--- src/core/rpl_pkg.sv ---
// Constants, register map and routing tables of the pin routing matrix
package rpl_pkg;

	// ---------------------------------------------------------------
	// Bus geometry
	// ---------------------------------------------------------------
	localparam int IDX_W  = 13;
	localparam int ADDR_W = IDX_W + 2;
	localparam int DATA_W = 32;

	// ---------------------------------------------------------------
	// Register indices (byte address is four times the index)
	// ---------------------------------------------------------------
	localparam logic [IDX_W-1:0] IDX_LOCK = 13'h1e8f;

	localparam int NUM_IN  = 13;
	localparam int NUM_OUT = 17;

	localparam logic [IDX_W-1:0] IN_SEL_IDX [NUM_IN] = '{
		13'h1e90, 13'h1e91, 13'h1e92, 13'h1e93, 13'h1e9c, 13'h1ea1, 13'h1ea2,
		13'h1ec3, 13'h1ec5, 13'h1ec6, 13'h1ec7, 13'h1ecb, 13'h1ecc
	};

	localparam logic [IDX_W-1:0] OUT_SEL_IDX [NUM_OUT] = '{
		13'h1f10, 13'h1f11, 13'h1f12, 13'h1f14, 13'h1f15, 13'h1f1c, 13'h1f1d,
		13'h1f1e, 13'h1f1f, 13'h1f20, 13'h1f21, 13'h1f22, 13'h1f23, 13'h1f24,
		13'h1f25, 13'h1f26, 13'h1f27
	};

	// ---------------------------------------------------------------
	// Pins: three ports of eight, port A in the low byte
	// ---------------------------------------------------------------
	localparam int NUM_PORTS = 3;
	localparam int PORT_W    = 8;
	localparam int NUM_PINS  = NUM_PORTS * PORT_W;

	localparam logic [4:0] OUT_PIN_POS [NUM_OUT] = '{
		5'h00, 5'h01, 5'h02, 5'h04, 5'h05, 5'h0c, 5'h0d, 5'h0e, 5'h0f,
		5'h10, 5'h11, 5'h12, 5'h13, 5'h14, 5'h15, 5'h16, 5'h17
	};

	// ---------------------------------------------------------------
	// Selector fields
	// ---------------------------------------------------------------
	localparam int SEL_W      = 6;
	localparam int PORT_LSB   = 3;
	localparam int PORT_MSB   = 5;
	localparam int PIN_LSB    = 0;
	localparam int PIN_MSB    = 2;
	localparam logic [2:0] PORT_A = 3'h0;
	localparam logic [2:0] PORT_B = 3'h1;
	localparam logic [2:0] PORT_C = 3'h2;
	localparam int LOCK_BIT   = 0;

	// Reset defaults (selectors at power reset, lock bit at any reset), entry i sits at bits i*6
	localparam logic [NUM_IN*SEL_W-1:0] IN_DEFAULT_VEC = {
		6'h0f, 6'h0d, 6'h16, 6'h0e, 6'h0c, 6'h12, 6'h13,
		6'h15, 6'h05, 6'h04, 6'h05, 6'h02, 6'h02
	};
	localparam logic [SEL_W-1:0] OUT_DEFAULT = 6'h00;
	localparam logic             LOCK_RESET  = 1'b0;

	// ---------------------------------------------------------------
	// Output source codes
	// ---------------------------------------------------------------
	localparam logic [SEL_W-1:0] SRC_LATCH = 6'h00;
	localparam logic [SEL_W-1:0] SRC_FIRST = 6'h01;
	localparam logic [SEL_W-1:0] SRC_TMR0  = 6'h09;
	localparam int               NUM_SRC   = 9;

	// ---------------------------------------------------------------
	// Key sequence
	// ---------------------------------------------------------------
	localparam logic [7:0] KEY_FIRST  = 8'h55;
	localparam logic [7:0] KEY_SECOND = 8'haa;

	typedef enum logic [1:0] {
		KEY_IDLE,
		KEY_HALF,
		KEY_ARMED
	} rpl_key_type;

endpackage : rpl_pkg

--- src/core/rpl_sel_reg.sv ---
// One routing selector register with power-reset default
`timescale 1ns/1ps

module rpl_sel_reg
	import rpl_pkg::*;
#(
	parameter logic [SEL_W-1:0] DEFAULT = '0
) (
	input  wire logic             clk_i,
	input  wire logic             cke_i,
	input  wire logic             pwr_rst_i,
	input  wire logic             wr_i,
	input  wire logic [SEL_W-1:0] data_i,
	output logic      [SEL_W-1:0] sel_o
);

	logic [SEL_W-1:0] sel_q;

	always_ff @(posedge clk_i) begin
		if (pwr_rst_i) begin
			sel_q <= DEFAULT;
		end else if (cke_i && wr_i) begin
			sel_q <= data_i;
		end
	end

	assign sel_o = sel_q;

endmodule : rpl_sel_reg

--- src/core/rpl_top.sv ---
// Pin routing matrix: APB selector registers, key-protected lock, routing
`timescale 1ns/1ps

module rpl_top
	import rpl_pkg::*;
(
	input  wire logic                MCLK_I,
	input  wire logic                SYS_RST_I,
	input  wire logic                PWR_RST_I,
	input  wire logic                CKE_I,
	input  wire logic                ONE_WAY_CFG_I,
	input  wire logic                PSEL_I,
	input  wire logic                PENABLE_I,
	input  wire logic                PWRITE_I,
	input  wire logic [ADDR_W-1:0]   PADDR_I,
	input  wire logic [DATA_W-1:0]   PWDATA_I,
	output logic      [DATA_W-1:0]   PRDATA_O,
	output logic                     PREADY_O,
	output logic                     PSLVERR_O,
	input  wire logic [NUM_PINS-1:0] PIN_IN_I,
	input  wire logic [NUM_PINS-1:0] LAT_I,
	input  wire logic [NUM_SRC-1:0]  PERIPH_SRC_I,
	output logic      [NUM_IN-1:0]   PERIPH_IN_O,
	output logic      [NUM_PINS-1:0] PIN_OUT_O,
	output logic      [NUM_PINS-1:0] PORT_READ_O,
	output logic                     LOCKED_O
);

	// ---------------------------------------------------------------
	// Declarations
	// ---------------------------------------------------------------
	logic                       any_rst;
	logic [IDX_W-1:0]           reg_idx;
	logic                       aligned;
	logic                       lock_hit;
	logic [NUM_IN-1:0]          in_hit;
	logic [NUM_OUT-1:0]         out_hit;
	logic                       mapped;
	logic                       wr_commit;
	logic                       sel_wr_ok;
	logic [7:0]                 wbyte;
	logic [DATA_W-1:0]          rd_data;

	logic                       pready_q;
	logic                       pslverr_q;
	logic [DATA_W-1:0]          prdata_q;

	rpl_key_type                key_q;
	logic                       locked_q;

	logic [SEL_W-1:0]           in_sel  [NUM_IN];
	logic [SEL_W-1:0]           out_sel [NUM_OUT];
	logic [NUM_IN*SEL_W-1:0]    in_sel_vec;
	logic [NUM_OUT*SEL_W-1:0]   out_sel_vec;

	logic [NUM_IN-1:0]          periph_in_d;
	logic [NUM_IN-1:0]          periph_in_q;
	logic [NUM_PINS-1:0]        pin_out_d;
	logic [NUM_PINS-1:0]        pin_out_q;
	logic [NUM_PINS-1:0]        port_rd_q;

	assign any_rst = SYS_RST_I || PWR_RST_I;

	// ---------------------------------------------------------------
	// Address decode
	// ---------------------------------------------------------------
	assign reg_idx  = PADDR_I[ADDR_W-1:2];
	assign aligned  = (PADDR_I[1:0] == 2'b00);
	assign lock_hit = aligned && (reg_idx == IDX_LOCK);
	assign wbyte    = PWDATA_I[7:0];

	always_comb begin
		in_hit  = '0;
		out_hit = '0;
		for (int i = 0; i < NUM_IN; i++) begin
			in_hit[i] = aligned && (reg_idx == IN_SEL_IDX[i]);
		end
		for (int j = 0; j < NUM_OUT; j++) begin
			out_hit[j] = aligned && (reg_idx == OUT_SEL_IDX[j]);
		end
	end

	assign mapped = lock_hit || (|in_hit) || (|out_hit);

	// A write lands only at the edge where the master sees pready high
	assign wr_commit = CKE_I && PSEL_I && PENABLE_I && PWRITE_I && pready_q;

	assign sel_wr_ok = wr_commit && !locked_q;

	// ---------------------------------------------------------------
	// Read data
	// ---------------------------------------------------------------
	always_comb begin
		rd_data = '0;
		// lock bit alone in bit 0
		if (lock_hit) begin
			rd_data[LOCK_BIT] = locked_q;
		end
		for (int i = 0; i < NUM_IN; i++) begin
			if (in_hit[i]) begin
				rd_data[SEL_W-1:0] = in_sel[i];
			end
		end
		for (int j = 0; j < NUM_OUT; j++) begin
			if (out_hit[j]) begin
				rd_data[SEL_W-1:0] = out_sel[j];
			end
		end
	end

	// ---------------------------------------------------------------
	// APB slave: one wait state, answer registered
	// ---------------------------------------------------------------
	always_ff @(posedge MCLK_I) begin
		if (any_rst) begin
			pready_q  <= 1'b0;
			pslverr_q <= 1'b0;
			prdata_q  <= '0;
		end else if (CKE_I) begin
			if (PSEL_I && PENABLE_I && !pready_q) begin
				pready_q  <= 1'b1;
				pslverr_q <= !mapped;
				prdata_q  <= (!PWRITE_I && mapped) ? rd_data : '0;
			end else begin
				pready_q  <= 1'b0;
				pslverr_q <= 1'b0;
				prdata_q  <= '0;
			end
		end
	end

	// ---------------------------------------------------------------
	// Key sequence and lock bit
	// ---------------------------------------------------------------
	// Any write that breaks the key pair, except a repeated first key, drops the sequence, so an
	// interrupt handler writing elsewhere between keys disarms it.
	always_ff @(posedge MCLK_I) begin
		if (any_rst) begin
			key_q <= KEY_IDLE;
		end else if (wr_commit) begin
			if (!lock_hit) begin
				key_q <= KEY_IDLE;
			end else begin
				unique case (key_q)
					KEY_IDLE: begin
						key_q <= (wbyte == KEY_FIRST) ? KEY_HALF : KEY_IDLE;
					end
					KEY_HALF: begin
						if (wbyte == KEY_SECOND) begin
							key_q <= KEY_ARMED;
						end else if (wbyte == KEY_FIRST) begin
							key_q <= KEY_HALF;
						end else begin
							key_q <= KEY_IDLE;
						end
					end
					KEY_ARMED: begin
						key_q <= KEY_IDLE;
					end
				endcase
			end
		end
	end

	always_ff @(posedge MCLK_I) begin
		if (any_rst) begin
			locked_q <= LOCK_RESET;
		end else if (wr_commit && lock_hit && key_q == KEY_ARMED) begin
			if (wbyte[LOCK_BIT] || !ONE_WAY_CFG_I) begin
				locked_q <= wbyte[LOCK_BIT];
			end
		end
	end

	// ---------------------------------------------------------------
	// Selector registers
	// ---------------------------------------------------------------
	generate
		for (genvar i = 0; i < NUM_IN; i++) begin : g_in
			rpl_sel_reg #(
				.DEFAULT (IN_DEFAULT_VEC[i*SEL_W +: SEL_W])
			) u_in_sel (
				.clk_i     (MCLK_I),
				.cke_i     (CKE_I),
				.pwr_rst_i (PWR_RST_I),
				.wr_i      (sel_wr_ok && in_hit[i]),
				.data_i    (PWDATA_I[SEL_W-1:0]),
				.sel_o     (in_sel[i])
			);
			assign in_sel_vec[i*SEL_W +: SEL_W] = in_sel[i];
		end
		// six-bit source code, zero at power reset
		for (genvar j = 0; j < NUM_OUT; j++) begin : g_out
			rpl_sel_reg #(
				.DEFAULT (OUT_DEFAULT)
			) u_out_sel (
				.clk_i     (MCLK_I),
				.cke_i     (CKE_I),
				.pwr_rst_i (PWR_RST_I),
				.wr_i      (sel_wr_ok && out_hit[j]),
				.data_i    (PWDATA_I[SEL_W-1:0]),
				.sel_o     (out_sel[j])
			);
			assign out_sel_vec[j*SEL_W +: SEL_W] = out_sel[j];
		end
	endgenerate

	// ---------------------------------------------------------------
	// Routing
	// ---------------------------------------------------------------
	// routing depends on no power state, so it holds in sleep
	always_comb begin
		periph_in_d = '0;
		for (int i = 0; i < NUM_IN; i++) begin
			if (in_sel[i][PORT_MSB:PORT_LSB] <= PORT_C) begin
				periph_in_d[i] = PIN_IN_I[{in_sel[i][PORT_LSB+1:PORT_LSB],
					in_sel[i][PIN_MSB:PIN_LSB]}];
			end
		end
	end

	// Pins without a selector always follow their latch
	always_comb begin
		pin_out_d = LAT_I;
		for (int j = 0; j < NUM_OUT; j++) begin
			// others fall back to the latch
			if (out_sel[j] >= SRC_FIRST && out_sel[j] <= SRC_TMR0) begin
				pin_out_d[OUT_PIN_POS[j]] = PERIPH_SRC_I[4'(out_sel[j] - SRC_FIRST)];
			end
		end
	end

	always_ff @(posedge MCLK_I) begin
		if (any_rst) begin
			periph_in_q <= '0;
			pin_out_q   <= '0;
		end else if (CKE_I) begin
			periph_in_q <= periph_in_d;
			pin_out_q   <= pin_out_d;
		end
	end

	// raw pin level, independent of input routing
	always_ff @(posedge MCLK_I) begin
		if (any_rst) begin
			port_rd_q <= '0;
		end else if (CKE_I) begin
			port_rd_q <= PIN_IN_I;
		end
	end

	// ---------------------------------------------------------------
	// Outputs
	// ---------------------------------------------------------------
	assign PRDATA_O    = prdata_q;
	assign PREADY_O    = pready_q;
	assign PSLVERR_O   = pslverr_q;
	assign PERIPH_IN_O = periph_in_q;
	assign PIN_OUT_O   = pin_out_q;
	assign PORT_READ_O = port_rd_q;
	assign LOCKED_O    = locked_q;
endmodule : rpl_top

--- config.mk ---
export PLATFORM = sky130hd
export DESIGN_NAME = rpl_top
export DESIGN_NICKNAME = d
export VERILOG_FILES = /design/src/core/rpl_pkg.sv /design/src/core/rpl_sel_reg.sv /design/src/core/rpl_top.sv
export SDC_FILE = /design/constraint.sdc
export NUM_CORES = 1
export LEC_CHECK = 0
export ABC_AREA = 1
export BUFFER_PORTS_ARGS = -buffer_cell sky130_fd_sc_hd__buf_2
export CELL_PAD_IN_SITES_DETAIL_PLACEMENT = 2
export CELL_PAD_IN_SITES_GLOBAL_PLACEMENT = 2
export CORE_UTILIZATION = 34
export CTS_CLUSTER_SIZE = 28
export DETAILED_ROUTE_END_ITERATION = 16
export HOLD_SLACK_MARGIN = 0.1
export PLACE_DENSITY_LB_ADDON = 0.1
export SYNTH_ARGS = -nofsm -noshare
export SYNTH_HDL_FRONTEND = slang
export SYNTH_HIERARCHICAL = 1
export SYNTH_SLANG_ARGS = --single-unit
export TNS_END_PERCENT = 50
--- constraint.sdc ---
create_clock -name MCLK_I -period 5.55 [get_ports MCLK_I]
set_clock_uncertainty 0.2 [all_clocks]
set_input_delay 0.2775 -clock MCLK_I [delete_from_list [all_inputs] [get_ports MCLK_I]]
set_output_delay 0.2775 -clock MCLK_I [all_outputs]
set_load 0.05 [all_outputs]
==> results.md <==
- Placer Congestion: 0.880
- Leak: roughly 10 nW
- Wire per inst: 22.8 um
- CTS resizes: 0
- Max-slew violations: 0
- GR Overflow Total: 0
- Bufs and invs on worst path: 2
- PD cells: 223 mW/mm^2
- Period Utilization, post-route: 67.1%
- Post-synth top flop: dfxtp_1
- Commonest non-fill, non-tap cell in the layout: nand2_1
- Full die area: between 0.05 and 0.06 mm^2
- Post-placement setup slack: 1.43 ns
- Initial cell density of the core: 34.4%
- Setup Viol. Count Final: 0
- Final setup margin: 1.83 ns
- DR pass1 iterations: 5
- IO buf count: 157
- Util after Layout: roughly 40%
- H-Tree Depth: 2
- CP max stage cell: nor2_1
- I/O pins: 208
- Hold path depth: 6
- Via count: 22000
- Antenna Cells: 0
- Share of Yosys cell area claimed by the top area cell type: a little over a quarter
- Ratio of cells with drive above 1 in the final layout: ~9.2%
- WL final: 90.7 mm
- Via/cell ratio: 5.52
- Post-synth EDFFs: 0
- Max Fclk: 269 MHz
- Clock latency at the later pin of the worst-skew pair: 0.56 ns
- RSZ-0062 raised after global routing: false
- GR Util All Layers: 32.1%
- Area Overhead vs Synth: 14.5%
- Worst Tran Pin Value: 1.20 ns
- Worst Setup End Kind: register
- Clock-pin slew on the worst setup and hold paths: around 0.06 ns
- Synthesized instance count: between 3000 and 4000
- TritonCTS clock tree: built
- Crit-path max cell delay: 0.75 ns
- Most frequent cells in the layout: 727 x nand2_1, 500 x nor2_1, 412 x inv_1
- Top delay family on crit path: simple AND/OR/NAND/NOR gates
- Reg-to-Reg Start: g_in[2].u_in_sel/sel_o[0]
- Relative slew margins: 19.9%
- Area of the core: 0.0539 mm^2
- Number of global-route vias before repair: between 20000 and 25000
- Worst Path Required: ~5.7 ns
- Post-route setup TNS: 0 ns
- Synthesized cell area: 0.0186 mm^2
- Ranking of synthesized cells by area: dfxtp_1 27%, nand2_1 15%, nor2_1 10%, inv_1 8.3%, o21ai_0 7.4%
- Post-synthesis sequential area ratio: 27.2%
- Initial DRC Count: roughly 990
- Pin count of the biggest net entering global routing: 73
- Die width: roughly 240 um
- WHS Endpoint: g_in[3].u_in_sel/sel_o[2]
- Crit start category: input port
- Antenna violations before repair: 0
- Crit Path Class: input port to register
- Yosys top cell by area: dfxtp_1
- Antenna viol nets, final: 0
- Most used cell, CP: nand2_1
- Final-stage net count: 3406
- HP Class: input port to register
- Cts bufs inserted: 34
- Row count: 85
- Die Span Y: 236 um
- Sink Count: 252
- DRC Markers: 0
- CP max FO: 12
- Synth unique cells: 46
- Post-synth ARST share: 0%
- Synth warnings: 6
- Fin. Hold Viols: 0
- Outcome: finished, final reports clean
- Post-Syn Area per Cell: 5.92 um^2
- Clk buf depth: 3
- Max capacitance violation total: 0
- Worst EP arrival: between 3 and 4 ns
- First-pass GRT wire length: approximately 140 mm
- Reg-to-reg slack, setup: 2.22 ns
- Tmin final: 3.72 ns
- VDD IR-drop max: 0.153 mV
- DPL Wire Length: 61.7 mm
- R2r endpoint: PRDATA_O[0]
- Yosys reg bits: 252
- Clock Tree Root: clkbuf_16
- Reg2Reg Depth: 22
- Worst hold start: PADDR_I[0]
## cells in the mapped netlist (2+ instances only)
cell type / instances
a211oi_1: 15
a21oi_1: 236
a221oi_1: 19
buf_1: 3
buf_4: 27
buf_6: 20
clkbuf_1: 112
clkinv_1: 6
dfxtp_1: 252
ha_1: 36
inv_1: 412
inv_2: 17
nand2_1: 727
nand2_2: 28
nand2_4: 4
nand3_1: 194
nand3b_1: 5
nand4_1: 34
nor2_1: 500
nor2_2: 6
nor2_4: 5
nor3_1: 16
nor3_2: 3
nor3_4: 3
nor4_1: 8
o2111ai_1: 15
o211ai_1: 65
o21ai_0: 273
o21ai_1: 8
o21bai_1: 2
o221a_2: 2
o22ai_1: 10
o32ai_1: 9
or2_2: 4
xnor2_1: 26
xor2_1: 25
## through the flow
stage / area (um^2) / hold slack, ns / std cells / total power, W
after floorplan: 18700 / 0.212 / 3162 / 0.00214
after global placement: 19500 / 0.245 / 3862 / 0.00235
after detailed placement: 19500 / 0.252 / 3862 / 0.00237
after CTS: 21300 / 0.108 / 3979 / 0.00477
after global routing: 21300 / 0.145 / 3979 / 0.00487
final: 21300 / 0.140 / 3979 / 0.00474
## cell families after synthesis
family | Yosys count | synth area share [%]
simple gates | 1540 | 34.5
compound gates | 658 | 19.9
buf+inv | 599 | 13.5
flops | 252 | 27.2
xor+xnor | 51 | 2.41
fa+ha+maj | 36 | 2.43
other cells | 1 | 0.0202
## tightest hold or removal path, cell delays in order
cell	delay (ns)
buf_2	0.10
nor2_4	0.06
nand2_1	0.14
nor4_1	0.09
nand3_1	0.09
nand3_1	0.07
## sequential cells by signal, summed over array words and instances, names as in the netlist
| register | cells |
|---|---|
| PIN_OUT_O | 24 |
| g_out.u_out_sel/sel_o | 102 |
| key_q | 2 |
| g_in.u_in_sel/sel_o | 78 |
| PSLVERR_O | 1 |
| PRDATA_O | 6 |
| LOCKED_O | 1 |
| PERIPH_IN_O | 13 |
| PORT_READ_O | 24 |
| PREADY_O | 1 |
## report_power, final
| group | switching [W] | internal, W | leakage (nW) |
|---|---|---|---|
| Sequential | 0.00000868 | 0.00182 | 2.04 |
| Combinational | 0.000422 | 0.000114 | 7.42 |
| Clock | 0.000948 | 0.00142 | 0.586 |
| Total | 0.00138 | 0.00336 | 10.0 |
## layer usage
| metal | share of wire, % | vias to the layer above | global-route usage [%] |
|---|---|---|---|
| met3 | 3.5 | 172 | 3.03 |
| li1 | - | 10300 | - |
| met5 | 0 | - | 0 |
| met1 | 44 | 11000 | 40.1 |
| met2 | 49 | 476 | 57.2 |
| met4 | 3.6 | 0 | 11.7 |
## worst max path at each step
stage	to	start	slack (ns)	cells after the start
after global placement	PRDATA_O[2]	PADDR_I[7]	1.64	25
after detailed placement	PRDATA_O[2]	PADDR_I[7]	1.43	25
after global routing	PRDATA_O[2]	PADDR_I[7]	1.57	25
final	PRDATA_O[2]	PADDR_I[7]	1.83	25
after CTS	PRDATA_O[2]	PADDR_I[7]	1.94	25
after floorplan	PRDATA_O[4]	PADDR_I[10]	3.09	25
## repair_timing
item,CTS,global route
setup buffers,0,0
endpoints found under the hold margin,64,0
hold buffers,56,0
endpoints found under the setup margin,0,0
## layout make-up
type / count / area [um^2]
tap: 696 / 871
clock inverter: 18 / 200
multi-input combinational: 2311 / 11100
timing repair buffer: 223 / 1420
clock buffer: 43 / 966
fill: 6800 / 32700
sequential: 252 / 5040
inverter: 436 / 1640
Power figures use the tool's default switching activity.
